==> src/tlx_pkg.sv <==
// constants for the timer and logic-op execute block
package tlx_pkg;

  // instruction codes, 10-bit words
  localparam logic [9:0] OP_NOP = 10'h000;
  localparam logic [9:0] OP_CARRY_SET_IF_ALL_ONES_OP = 10'h353;
  localparam logic [9:0] OP_STATUS_TEST_OP_IMM = 10'h071;
  localparam logic [9:0] OP_STATUS_TEST_OP_REG = 10'h060;
  localparam logic [9:0] OP_LD_T_IMM = 10'h0df;
  localparam logic [9:0] OP_LD_MA_IMM = 10'h0d6;
  localparam logic [9:0] OP_LD_MB_IMM = 10'h0d7;
  localparam logic [9:0] OP_LD_T_TAB = 10'h29f;
  localparam logic [9:0] OP_LD_MA_TAB = 10'h0f6;
  localparam logic [9:0] OP_LD_MB_TAB = 10'h0f7;
  localparam logic [9:0] OP_A_FROM_T0 = 10'h3ff;
  localparam logic [9:0] OP_A_FROM_T1 = 10'h3df;
  localparam logic [9:0] OP_A_FROM_MA0 = 10'h3f6;
  localparam logic [9:0] OP_A_FROM_MA1 = 10'h3d6;
  localparam logic [9:0] OP_A_FROM_MB0 = 10'h3f7;
  localparam logic [9:0] OP_A_FROM_MB1 = 10'h3d7;
  localparam logic [9:0] OP_T0_FROM_A = 10'h0bf;
  localparam logic [9:0] OP_T1_FROM_A = 10'h09f;
  localparam logic [9:0] OP_MA0_FROM_A = 10'h0b6;
  localparam logic [9:0] OP_MA1_FROM_A = 10'h096;
  localparam logic [9:0] OP_MB0_FROM_A = 10'h0b7;
  localparam logic [9:0] OP_MB1_FROM_A = 10'h097;
  // group prefixes in bits 9:6 and low-field shapes
  localparam logic [3:0] GRP_AND = 4'hd;
  localparam logic [3:0] GRP_OR = 4'he;
  localparam logic [4:0] LOW_TABLE = 5'h10;
  localparam logic [4:0] LOW_IMM = 5'h11;
  localparam int HILO_BIT = 5;
  localparam int REGFORM_BIT = 4;

  // register map, word addresses on the register port
  localparam logic [5:0] REG_WORK_BASE = 6'h00;
  localparam logic [5:0] REG_ACC = 6'h20;
  localparam logic [5:0] REG_FLAGS = 6'h21;
  localparam logic [5:0] REG_TIMER = 6'h22;
  localparam logic [5:0] REG_MOD_A = 6'h23;
  localparam logic [5:0] REG_MOD_B = 6'h24;
  localparam logic [5:0] REG_PAGE = 6'h25;
  localparam logic [5:0] REG_PTR = 6'h26;
  // flags register fields
  localparam int FLAG_CARRY_BIT = 0;
  localparam int FLAG_TEST_BIT = 1;
  localparam int FLAG_ILLEGAL_BIT = 2;

  // reset values
  localparam logic [3:0] ACC_RST = 4'h0;
  localparam logic [9:0] WORD_RST = 10'h000;
  localparam logic [3:0] PAGE_RST = 4'h0;
  localparam logic [7:0] PTR_RST = 8'h00;

  // instruction lengths reported back to the fetch side
  localparam logic [1:0] LEN_ONE = 2'h1;
  localparam logic [1:0] LEN_TWO = 2'h2;

endpackage : tlx_pkg

==> src/tlx_exec.sv <==
// timer load, status test and accumulator and/or execute unit
//
// Local design decisions: strobed register access and the register addresses.
`timescale 1ns/1ps

//////////////////////////////////////////////////////////////////////////////
// Overview of operation
// - and with register: acc gets acc and reg, carry gets both bit 3s
// - table operands fetch the word at page register joined with pointer pair
// - high variant uses table bits 7:4, low variant uses bits 3:0
// - table and: carry is acc bit 3 and table bit 7 or bit 3
// - immediate and uses second word low nibble, carry from both bit 3s
// - or with register: acc gets acc or reg, carry cleared
// - table or: acc or selected table nibble, carry cleared
// - immediate or: acc or second word nibble, carry cleared
// - timer and modulo registers load 10 bits from table or immediate word
// - status test sets test flag on match with immediate or register
// - upper table address bits come from page register, lower from pointer pair
// - program words are 10 bits; nibble operations ignore top two bits
module tlx_exec
  import tlx_pkg::*;
#(
  parameter int ADDR_W = 11
) (
  // clock and reset
  input wire logic core_clk,
  input wire logic reset_n,
  // instruction issue
  input wire logic instr_valid,
  input wire logic [9:0] instr_word,
  input wire logic [9:0] instr_second,
  // program memory table port
  output logic [ADDR_W-1:0] table_addr,
  input wire logic [9:0] table_word,
  // device status compared by the status test
  input wire logic [3:0] device_status,
  // execution results
  output logic exec_done_q,
  output logic [1:0] exec_len_q,
  output logic carry_flag_q,
  output logic test_flag_q,
  output logic [3:0] acc_q,
  output logic [9:0] timer_q,
  output logic [9:0] modulo_reg_a_q,
  output logic [9:0] modulo_reg_b_q,
  // register port
  input wire logic [5:0] reg_addr,
  input wire logic [9:0] reg_wdata,
  input wire logic reg_wr,
  input wire logic reg_rd,
  output logic [9:0] reg_rdata_q
);

  localparam int PAGE_W = ADDR_W - 8;

  if (ADDR_W < 10 || ADDR_W > 12) begin : g_addr_check
    $error("tlx_exec: ADDR_W must lie between 10 and 12");
  end

  //////////////////////////////////////////////////////////////////////////////
  // state
  logic [3:0] work_q [32];
  logic [3:0] rom_page_control_q;
  logic [7:0] table_pointer_pair_q;
  logic illegal_q;

  //////////////////////////////////////////////////////////////////////////////
  // decode
  logic [3:0] grp;
  logic [4:0] low5;
  logic [4:0] reg_sel;
  logic [3:0] reg_val;
  logic [3:0] tab_nib;
  logic [3:0] imm_nib;
  logic is_reg_form;
  logic is_tab_form;
  logic is_imm_form;

  assign grp = instr_word[9:6];
  assign low5 = instr_word[4:0];
  // bank bit set selects the first register bank
  assign reg_sel = {~instr_word[HILO_BIT], instr_word[3:0]};
  assign reg_val = work_q[reg_sel];
  assign is_reg_form = ~instr_word[REGFORM_BIT];
  assign is_tab_form = (low5 == LOW_TABLE);
  assign is_imm_form = (low5 == LOW_IMM) && instr_word[HILO_BIT];

  // table address: page bits on top of the pointer pair
  assign table_addr = {rom_page_control_q[PAGE_W-1:0], table_pointer_pair_q};

  // high variant has the select bit clear
  assign tab_nib = instr_word[HILO_BIT] ? table_word[3:0] : table_word[7:4];
  assign imm_nib = instr_second[3:0];

  //////////////////////////////////////////////////////////////////////////////
  // execute, combinational next values
  logic [3:0] acc_d;
  logic carry_d;
  logic test_d;
  logic [9:0] timer_d;
  logic [9:0] mod_a_d;
  logic [9:0] mod_b_d;
  logic [1:0] len_d;
  logic legal_d;

  always_comb begin
    acc_d = acc_q;
    carry_d = carry_flag_q;
    test_d = test_flag_q;
    timer_d = timer_q;
    mod_a_d = modulo_reg_a_q;
    mod_b_d = modulo_reg_b_q;
    len_d = LEN_ONE;
    legal_d = 1'b1;
    if (grp == GRP_AND && is_reg_form) begin
      acc_d = acc_q & reg_val;
      carry_d = acc_q[3] & reg_val[3];
    end else if (grp == GRP_AND && is_tab_form) begin
      acc_d = acc_q & tab_nib;
      carry_d = acc_q[3] & tab_nib[3];
    end else if (grp == GRP_AND && is_imm_form) begin
      acc_d = acc_q & imm_nib;
      carry_d = acc_q[3] & imm_nib[3];
      len_d = LEN_TWO;
    end else if (grp == GRP_OR && is_reg_form) begin
      acc_d = acc_q | reg_val;
      carry_d = 1'b0;
    end else if (grp == GRP_OR && is_tab_form) begin
      acc_d = acc_q | tab_nib;
      carry_d = 1'b0;
    end else if (grp == GRP_OR && is_imm_form) begin
      acc_d = acc_q | imm_nib;
      carry_d = 1'b0;
      len_d = LEN_TWO;
    end else if (instr_word[9:4] == OP_STATUS_TEST_OP_REG[9:4]) begin
      test_d = (device_status == work_q[{1'b0, instr_word[3:0]}]);
    end else begin
      unique case (instr_word)
        OP_NOP: ;
        OP_CARRY_SET_IF_ALL_ONES_OP: carry_d = (acc_q == 4'hf);
        OP_STATUS_TEST_OP_IMM: begin
          test_d = (device_status == imm_nib);
          len_d = LEN_TWO;
        end
        OP_LD_T_IMM: begin
          timer_d = instr_second;
          len_d = LEN_TWO;
        end
        OP_LD_MA_IMM: begin
          mod_a_d = instr_second;
          len_d = LEN_TWO;
        end
        OP_LD_MB_IMM: begin
          mod_b_d = instr_second;
          len_d = LEN_TWO;
        end
        OP_LD_T_TAB: timer_d = table_word;
        OP_LD_MA_TAB: mod_a_d = table_word;
        OP_LD_MB_TAB: mod_b_d = table_word;
        OP_A_FROM_T0: {carry_d, acc_d} = {1'b0, timer_q[3:0]};
        OP_A_FROM_T1: {carry_d, acc_d} = {1'b0, timer_q[7:4]};
        OP_A_FROM_MA0: {carry_d, acc_d} = {1'b0, modulo_reg_a_q[3:0]};
        OP_A_FROM_MA1: {carry_d, acc_d} = {1'b0, modulo_reg_a_q[7:4]};
        OP_A_FROM_MB0: {carry_d, acc_d} = {1'b0, modulo_reg_b_q[3:0]};
        OP_A_FROM_MB1: {carry_d, acc_d} = {1'b0, modulo_reg_b_q[7:4]};
        OP_T0_FROM_A: begin
          timer_d[3:0] = acc_q;
          carry_d = 1'b0;
        end
        OP_T1_FROM_A: begin
          timer_d[7:4] = acc_q;
          carry_d = 1'b0;
        end
        OP_MA0_FROM_A: begin
          mod_a_d[3:0] = acc_q;
          carry_d = 1'b0;
        end
        OP_MA1_FROM_A: begin
          mod_a_d[7:4] = acc_q;
          carry_d = 1'b0;
        end
        OP_MB0_FROM_A: begin
          mod_b_d[3:0] = acc_q;
          carry_d = 1'b0;
        end
        OP_MB1_FROM_A: begin
          mod_b_d[7:4] = acc_q;
          carry_d = 1'b0;
        end
        default: legal_d = 1'b0;
      endcase
    end
  end

  logic exec_ok;
  assign exec_ok = instr_valid && legal_d;

  //////////////////////////////////////////////////////////////////////////////
  // accumulator and flags; an executing instruction wins over a port write
  always_ff @(posedge core_clk or negedge reset_n) begin
    if (!reset_n) begin
      acc_q <= ACC_RST;
    end else if (exec_ok) begin
      acc_q <= acc_d;
    end else if (reg_wr && reg_addr == REG_ACC) begin
      acc_q <= reg_wdata[3:0];
    end
  end

  always_ff @(posedge core_clk or negedge reset_n) begin
    if (!reset_n) begin
      carry_flag_q <= 1'b0;
      test_flag_q <= 1'b0;
    end else if (exec_ok) begin
      carry_flag_q <= carry_d;
      test_flag_q <= test_d;
    end else if (reg_wr && reg_addr == REG_FLAGS) begin
      carry_flag_q <= reg_wdata[FLAG_CARRY_BIT];
      test_flag_q <= reg_wdata[FLAG_TEST_BIT];
    end
  end

  // sticky: a new illegal code beats a clearing write
  always_ff @(posedge core_clk or negedge reset_n) begin
    if (!reset_n) begin
      illegal_q <= 1'b0;
    end else if (instr_valid && !legal_d) begin
      illegal_q <= 1'b1;
    end else if (reg_wr && reg_addr == REG_FLAGS && reg_wdata[FLAG_ILLEGAL_BIT]) begin
      illegal_q <= 1'b0;
    end
  end

  //////////////////////////////////////////////////////////////////////////////
  // timer and modulo registers
  always_ff @(posedge core_clk or negedge reset_n) begin
    if (!reset_n) begin
      timer_q <= WORD_RST;
      modulo_reg_a_q <= WORD_RST;
      modulo_reg_b_q <= WORD_RST;
    end else if (exec_ok) begin
      timer_q <= timer_d;
      modulo_reg_a_q <= mod_a_d;
      modulo_reg_b_q <= mod_b_d;
    end else if (reg_wr) begin
      if (reg_addr == REG_TIMER) begin
        timer_q <= reg_wdata;
      end
      if (reg_addr == REG_MOD_A) begin
        modulo_reg_a_q <= reg_wdata;
      end
      if (reg_addr == REG_MOD_B) begin
        modulo_reg_b_q <= reg_wdata;
      end
    end
  end

  //////////////////////////////////////////////////////////////////////////////
  // completion report, one cycle after issue
  always_ff @(posedge core_clk or negedge reset_n) begin
    if (!reset_n) begin
      exec_done_q <= 1'b0;
      exec_len_q <= LEN_ONE;
    end else begin
      exec_done_q <= exec_ok;
      if (exec_ok) begin
        exec_len_q <= len_d;
      end
    end
  end

  //////////////////////////////////////////////////////////////////////////////
  // software-only registers: working nibbles, page control, pointer pair
  always_ff @(posedge core_clk or negedge reset_n) begin
    if (!reset_n) begin
      rom_page_control_q <= PAGE_RST;
      table_pointer_pair_q <= PTR_RST;
    end else if (reg_wr) begin
      if (reg_addr == REG_PAGE) begin
        rom_page_control_q <= reg_wdata[3:0];
      end
      if (reg_addr == REG_PTR) begin
        table_pointer_pair_q <= reg_wdata[7:0];
      end
    end
  end

  for (genvar i = 0; i < 32; i++) begin : g_work
    always_ff @(posedge core_clk or negedge reset_n) begin
      if (!reset_n) begin
        work_q[i] <= ACC_RST;
      end else if (reg_wr && reg_addr == REG_WORK_BASE + 6'(i)) begin
        work_q[i] <= reg_wdata[3:0];
      end
    end
  end

  //////////////////////////////////////////////////////////////////////////////
  // read path
  logic [9:0] rdata_d;

  always_comb begin
    rdata_d = 10'h000;
    if (reg_addr < REG_ACC) begin
      rdata_d = {6'h00, work_q[reg_addr[4:0]]};
    end else begin
      unique case (reg_addr)
        REG_ACC: rdata_d = {6'h00, acc_q};
        REG_FLAGS: rdata_d = {7'h00, illegal_q, test_flag_q, carry_flag_q};
        REG_TIMER: rdata_d = timer_q;
        REG_MOD_A: rdata_d = modulo_reg_a_q;
        REG_MOD_B: rdata_d = modulo_reg_b_q;
        REG_PAGE: rdata_d = {6'h00, rom_page_control_q};
        REG_PTR: rdata_d = {2'h0, table_pointer_pair_q};
        default: rdata_d = 10'h000;
      endcase
    end
  end

  always_ff @(posedge core_clk or negedge reset_n) begin
    if (!reset_n) begin
      reg_rdata_q <= 10'h000;
    end else if (reg_rd) begin
      reg_rdata_q <= rdata_d;
    end else begin
      reg_rdata_q <= 10'h000;
    end
  end

endmodule : tlx_exec

==> config.mk <==
export PLATFORM = sky130hd
export DESIGN_NAME = tlx_exec
export DESIGN_NICKNAME = d
export VERILOG_FILES = /design/src/tlx_pkg.sv /design/src/tlx_exec.sv
export SDC_FILE = /design/constraint.sdc
export NUM_CORES = 1
export LEC_CHECK = 0
export BUFFER_PORTS_ARGS = -buffer_cell sky130_fd_sc_hd__buf_4
export CORE_MARGIN = 10
export CORE_UTILIZATION = 55
export CTS_CLUSTER_DIAMETER = 120
export CTS_CLUSTER_SIZE = 25
export DETAILED_ROUTE_END_ITERATION = 10
export PLACE_DENSITY = 0.82
export SETUP_SLACK_MARGIN = 0.4
export SLEW_MARGIN = 20
export SYNTH_ARGS = -nofsm -noshare
export SYNTH_HDL_FRONTEND = slang
export SYNTH_SLANG_ARGS = --single-unit
export TNS_END_PERCENT = 20
==> constraint.sdc <==
create_clock -name core_clk -period 1.9 [get_ports core_clk]
set_input_delay 0.19 -clock core_clk [delete_from_list [all_inputs] [get_ports core_clk]]
set_output_delay 0.19 -clock core_clk [all_outputs]
set_load 0.03 [all_outputs]
## Word-level counts from Yosys, hierarchy flattened

Cells that the tools add are included.

- Register bits: 190
- Input port bits: 55
- Output and inout bits: 60
- Logic and storage cells: 325

- $lt $le $gt $ge: 4
- Equal/unequal tests: 86
- Mux-type cells: 100
- Bitwise operators: 14
- Reductions and logical operators: 71

Operators by type and width:

| cell | number |
|---|---|
| 10-bit two-way mux | 32 |
| 10-bit by 8-bit == test with 1-bit output, second input constant | 11 |
| 6-bit by 5-bit == test with 1-bit output, second input constant | 16 |
| 10-bit AND reduction | 9 |
| 10-bit == test, second input constant | 8 |
| 4-bit one-hot mux with 3 select lines | 6 |
| 10-bit one-hot mux with 7 select lines | 1 |
| 4-bit two-way mux | 16 |
| 4-bit binary-select mux with 5-bit select | 3 |
| 6-bit by 4-bit == test with 1-bit output, second input constant | 8 |
| 1-bit logical AND | 44 |
| 6-bit == test, second input constant | 7 |
| 6-bit by 3-bit == test with 1-bit output, second input constant | 5 |
| 1-bit two-way mux | 29 |
| 4-bit by 1-bit != test with 1-bit output, second input constant | 6 |
| 4-bit one-hot mux with 6 select lines | 1 |
| 21-bit OR reduction | 1 |
| 6-bit >= comparator, second input constant | 3 |
| 2-bit two-way mux | 8 |
| 2-bit != test, second input constant | 7 |
| 2-bit nonzero test | 7 |
| 13-bit by 1-bit != test with 1-bit output, second input constant | 1 |
| 4-bit AND | 3 |
| 4-bit == test, second input constant | 3 |
| 24 further kinds | 40 |

## Logic depth before layout (Yosys ltp)

- Depth in word-level cells: 13
- Depth in mapped cells: 12
- Depth with buffers taken out: 9

## Worst setup path before layout

Ideal clock, no wire load.

- Path kind: input port to flip-flop
- Start point: input port instr_word[5]
- End point: register modulo_reg_b_q[8]
- Library setup time: 0.128 ns
- Arrival time: 2.322 ns
- Required time: 1.772 ns
- Path slack: -0.550 ns
- Cell stages on the path: 10
- Buffers on the path: 1
- Cells stage by stage: buf_2 -> nand4bb_4 -> nor4b_4 -> a311oi_1 -> nand4_1 -> nand2_4 -> clkinv_4 -> o211ai_4 -> o31ai_4 -> mux2_1

- Longest elaborated chain between the ends: 13
- Elaborated cells on any way between the ends: 55
- Those cells by class: eq/ne (29); mux (17); reduce/logical (9)

RTL lines:

| element | line | RTL |
|---|---|---|
| start, declared | tlx_exec.sv:30 | `input wire logic [9:0] instr_word,` |
| 10-bit by 8-bit == test with 1-bit output (tied with other cells) | tlx_exec.sv:138 | `unique case (instr_word)` |
| 21-bit OR reduction (no line) | -- |  |
| 1-bit two-way mux | tlx_exec.sv:138 |  |
| 1-bit two-way mux | tlx_exec.sv:135 | `end else if (instr_word[9:4] == OP_STATUS_TEST_OP_REG[9:4]) begin` |
| 1-bit two-way mux | tlx_exec.sv:131 | `end else if (grp == GRP_OR && is_imm_form) begin` |
| 1-bit two-way mux | tlx_exec.sv:128 | `end else if (grp == GRP_OR && is_tab_form) begin` |
| 1-bit two-way mux | tlx_exec.sv:125 | `end else if (grp == GRP_OR && is_reg_form) begin` |
| 1-bit two-way mux | tlx_exec.sv:121 | `end else if (grp == GRP_AND && is_imm_form) begin` |
| 1-bit two-way mux | tlx_exec.sv:118 | `end else if (grp == GRP_AND && is_tab_form) begin` |
| 1-bit two-way mux | tlx_exec.sv:115 | `if (grp == GRP_AND && is_reg_form) begin` |
| 1-bit logical AND | tlx_exec.sv:196 | `assign exec_ok = instr_valid && legal_d;` |
| 3-bit by 1-bit != test with 1-bit output (no line) (tied with other cells) | -- |  |
| 10-bit AND reduction (no line) | -- |  |
| end signal, assigned | tlx_exec.sv:244 | `modulo_reg_b_q <= mod_b_d;` |
| end signal, assigned | tlx_exec.sv:253 | `modulo_reg_b_q <= reg_wdata;` |
| end, declared | tlx_exec.sv:45 | `output logic [9:0] modulo_reg_b_q,` |

Several ways; a longest one is shown, not always the timed one. The select of a mux whose other input is x is not followed.
A chain may end at the register's enable or synchronous reset.

## Worst setup path in the final report

- Start point: register work_q[114] (netlist bit)
- End point: register reg_rdata_q[2]

- Longest elaborated chain between the ends: 5

RTL lines:

| element | line | RTL |
|---|---|---|
| start, declared | tlx_exec.sv:62 | `logic [3:0] work_q [32];` |
| start signal, assigned by index | tlx_exec.sv:293 | `work_q[i] <= reg_wdata[3:0];` |
| 4-bit binary-select mux with 5-bit select | tlx_exec.sv:305 | `rdata_d = {6'h00, work_q[reg_addr[4:0]]};` |
| 4-bit two-way mux (implied by the code) (2 in series) | tlx_exec.sv:305 |  |
| 10-bit two-way mux | tlx_exec.sv:304 | `if (reg_addr < REG_ACC) begin` |
| 10-bit two-way mux | tlx_exec.sv:323 | `end else if (reg_rd) begin` |
| end signal, assigned | tlx_exec.sv:324 | `reg_rdata_q <= rdata_d;` |
| end, declared | tlx_exec.sv:51 | `output logic [9:0] reg_rdata_q` |

No other way between the ends. The select of a mux whose other input is x is not followed.

==> flow_summary.json <==
{
  "r2r_slack_ns": -0.38,
  "worst-endpoint-required_ns": 2.23,
  "power_frac_comb_pct": 29.8,
  "crit_start": "work_q[114]",
  "viasPerCell": 6.85,
  "grt_use_total_pct": 30.6,
  "pre_cts_ws_ns": -0.792,
  "cpPeakStageDelay_ns": 0.58,
  "drive_above_1_share_pct": 52.9,
  "die_h_microns": 167,
  "setup_viol": 40,
  "synth_edf_count": 0,
  "min_period_ns": 2.28,
  "first_iter_violations": 1481,
  "final_cell_area_sq_mm": 0.0158,
  "die_x_microns": 167,
  "status": "finished, violations left",
  "drc": 0,
  "setup_tns_ns": -6.77,
  "ys_seq_elements": 190,
  "relSlewSlack_pct": 64.6,
  "rsz0062_at_grt": "true",
  "cp_max_fo": 2,
  "p_seq_share_pct": 41.3,
  "wirelength_microns": 44500,
  "critPathCaptureType": "flop",
  "clk_latency_ns": 0.44,
  "crit_chain": "buf_6 -> mux4_2 -> mux4_2 -> mux2i_1 -> o221ai_1 -> and2_1",
  "setup_slack_ns": -0.375,
  "ant_nets": 0,
  "rows": 53,
  "violations": "setup timing",
  "wl_per_cell_microns": 27.7,
  "critPathLaunchType": "flop",
  "grt_max_degree": 70,
  "worst_slew_pin_slew_ns": 0.530,
  "vdd_drop_max_mv": 0.667,
  "hold_violations": 0,
  "switching_share_pct": 33.0,
  "seq_area_frac_synth_pct": 39.9,
  "nets": 1375,
  "p_int_uw": 8290,
  "ys_types": 79,
  "cts_sinks": 190,
  "routabilityCongestion": 1.02,
  "synth_area_sq_mm": 0.0119,
  "async_reset_ff_share_pct": 100,
  "firstDrtPassIters": 6,
  "syn-instance-count": 1015,
  "min_path_type": "input port to flop",
  "cp_slowest_cell": "mux4_2",
  "via_count": 11007,
  "ios": 115,
  "hp-start": "reg_wdata[6]",
  "cpLargestDelayFamily": "multiplexers",
  "power_density_mw_per_mm2": 783,
  "r2r-start": "work_q[114]",
  "cp.arrival_ns": 2.61,
  "timing.final.crit_share_pct": 120,
  "synth_ff_type": "dfrtp_1",
  "antenna_found_initial": 0,
  "cp_common_cell": "mux4_2",
  "fmax_ghz": 0.440,
  "placed_area_sq_mm": 0.0148,
  "synth.avg_cell_area_sq_um": 11.7,
  "root_buffer": "clkbuf_16",
  "clkTransAtPathRegs_ns": 0.07,
  "cts_inserted_buffers": 17,
  "drv_slew": 0,
  "pwr-share-clk_pct": 28.8,
  "synth-warning-count": 0,
  "crit_buf_inv": 1,
  "p_leak_uw": 0.00728,
  "overflow": 0,
  "hpwl_microns": 31100,
  "drv_cap": 0,
  "port_buffers": 114,
  "die_area_sq_mm": 0.0279,
  "syn2layout_area_growth_pct": 32.7,
  "fp.coreArea_sq_mm": 0.0212,
  "initial_utilization_pct": 56.3,
  "htreeDepth": 4,
  "worstSetupPathType": "flop to flop",
  "grt_pass1_vias": 11323,
  "cts_tree": "yes",
  "fin_skew_ns": 0.00743,
  "grt_first_pass_wirelength_microns": 67400,
  "syn-num-nets": 1070,
  "switchingPower_uw": 4080,
  "antennaDiodeCount": 0,
  "cts.path.max_buffers": 2
}
## sequential cells by signal, indices dropped and copies added (netlist names)
register / cells
exec_len_q: 2
acc_q: 4
reg_rdata_q: 10
modulo_reg_a_q: 10
rom_page_control_q: 4
work_q: 128
carry_flag_q: 1
test_flag_q: 1
timer_q: 10
illegal_q: 1
modulo_reg_b_q: 10
exec_done_q: 1
table_pointer_pair_q: 8
## per-stage QoR
step / util [%] / power [uW] / hold slack, ns / std cells
after floorplan: - / 6930 / -0.106 / 1015
after global placement: 69.9 / 8410 / 0.143 / 1559
after detailed placement: 69.9 / 8540 / 0.144 / 1559
after CTS: 73.9 / 12200 / 0.000135 / 1603
after global routing: 74.7 / 12700 / 0.0138 / 1606
final: 74.7 / 12400 / 0.00662 / 1606
## timing repair
action                                  in CTS  in global routing
buffers inserted                            11                  3
pin swaps                                   14                 13
resized for setup                           34                 37
hold buffers                                 1                  0
endpoints found under the hold margin       35                  0
cloned                                       2                  0
endpoints found under the setup margin      59                 83
## synthesized netlist by cell type (all sizes together), types with 11 or more instances
master	count	area, sq um
nand2	68	263
a22oi	42	315
a31oi	30	188
o211ai	11	96.3
o21ai	21	176
nand3	13	70.1
buf	35	183
nor2	73	274
dfrtp	189	4730
inv	13	48.8
mux2	179	2020
mux4	67	1510
mux2i	51	514
a21oi	28	140
clkbuf	43	161
and2	11	68.8
## per-layer routing
layer  GRT usage, %  vias up  share of wire (%)
met1           37.3     5460                 36
li1               -     4501                  -
met3           6.09      213                9.4
met5              0        -                  0
met2           50.2      833                 48
met4           16.8        0                6.0
## layout make-up
cell class | count | area (sq um)
tap | 275 | 344
timing repair buffer | 362 | 2970
fill | 1352 | 5360
timing repair inverter | 1 | 8.76
clock inverter | 10 | 105
inverter | 14 | 65.1
multi-input combinational | 734 | 7090
clock buffer | 20 | 457
sequential | 190 | 4760
## cell usage in the layout, fill, tap and decap left out, drive strengths merged, types with 6 or more instances in the layout
master / instances
and3: 10
o221ai: 7
clkbuf: 21
buf: 360
a21oi: 28
nand2: 68
nand3: 13
o21ai: 21
a31oi: 30
nor2b: 8
nand2b: 8
inv: 17
o31ai: 6
and2: 11
nor3: 10
or2: 7
nor2: 73
nand3b: 6
mux4: 67
a22oi: 42
mux2: 179
dfrtp: 189
mux2i: 51
o211ai: 12
## worst paths after layout
kind	cells after the start	to
max in group asynchronous	3	work_q[55]
min in group asynchronous	2	acc_q[2]
worst max-delay path	6	reg_rdata_q[2]
worst min-delay path	2	table_pointer_pair_q[6]
worst min register to register	2	exec_len_q[1]
worst max register to register	6	reg_rdata_q[2]
## power by group through the flow
| stage | Combinational (uW) | Sequential [uW] | Clock (uW) |
|---|---|---|---|
| floorplan | 1620 | 5300 | 0 |
| global placement | 3330 | 5080 | 0 |
| finish | 3690 | 5120 | 3570 |
| CTS | 3560 | 5070 | 3540 |
| detailed placement | 3400 | 5130 | 0 |
| global route | 3840 | 5150 | 3700 |
## logic make-up (layout without fill, tap and decap cells)
group / Yosys count / count (layout) / share of synthesized area [%]
xor+xnor: 4 / 4 / 0.294
buf+inv: 92 / 407 / 3.37
compound gates: 187 / 188 / 11.8
simple gates: 245 / 245 / 10.6
flops: 190 / 190 / 39.9
mux: 297 / 297 / 33.9
Note: power is estimated with default switching activity, not from simulation.
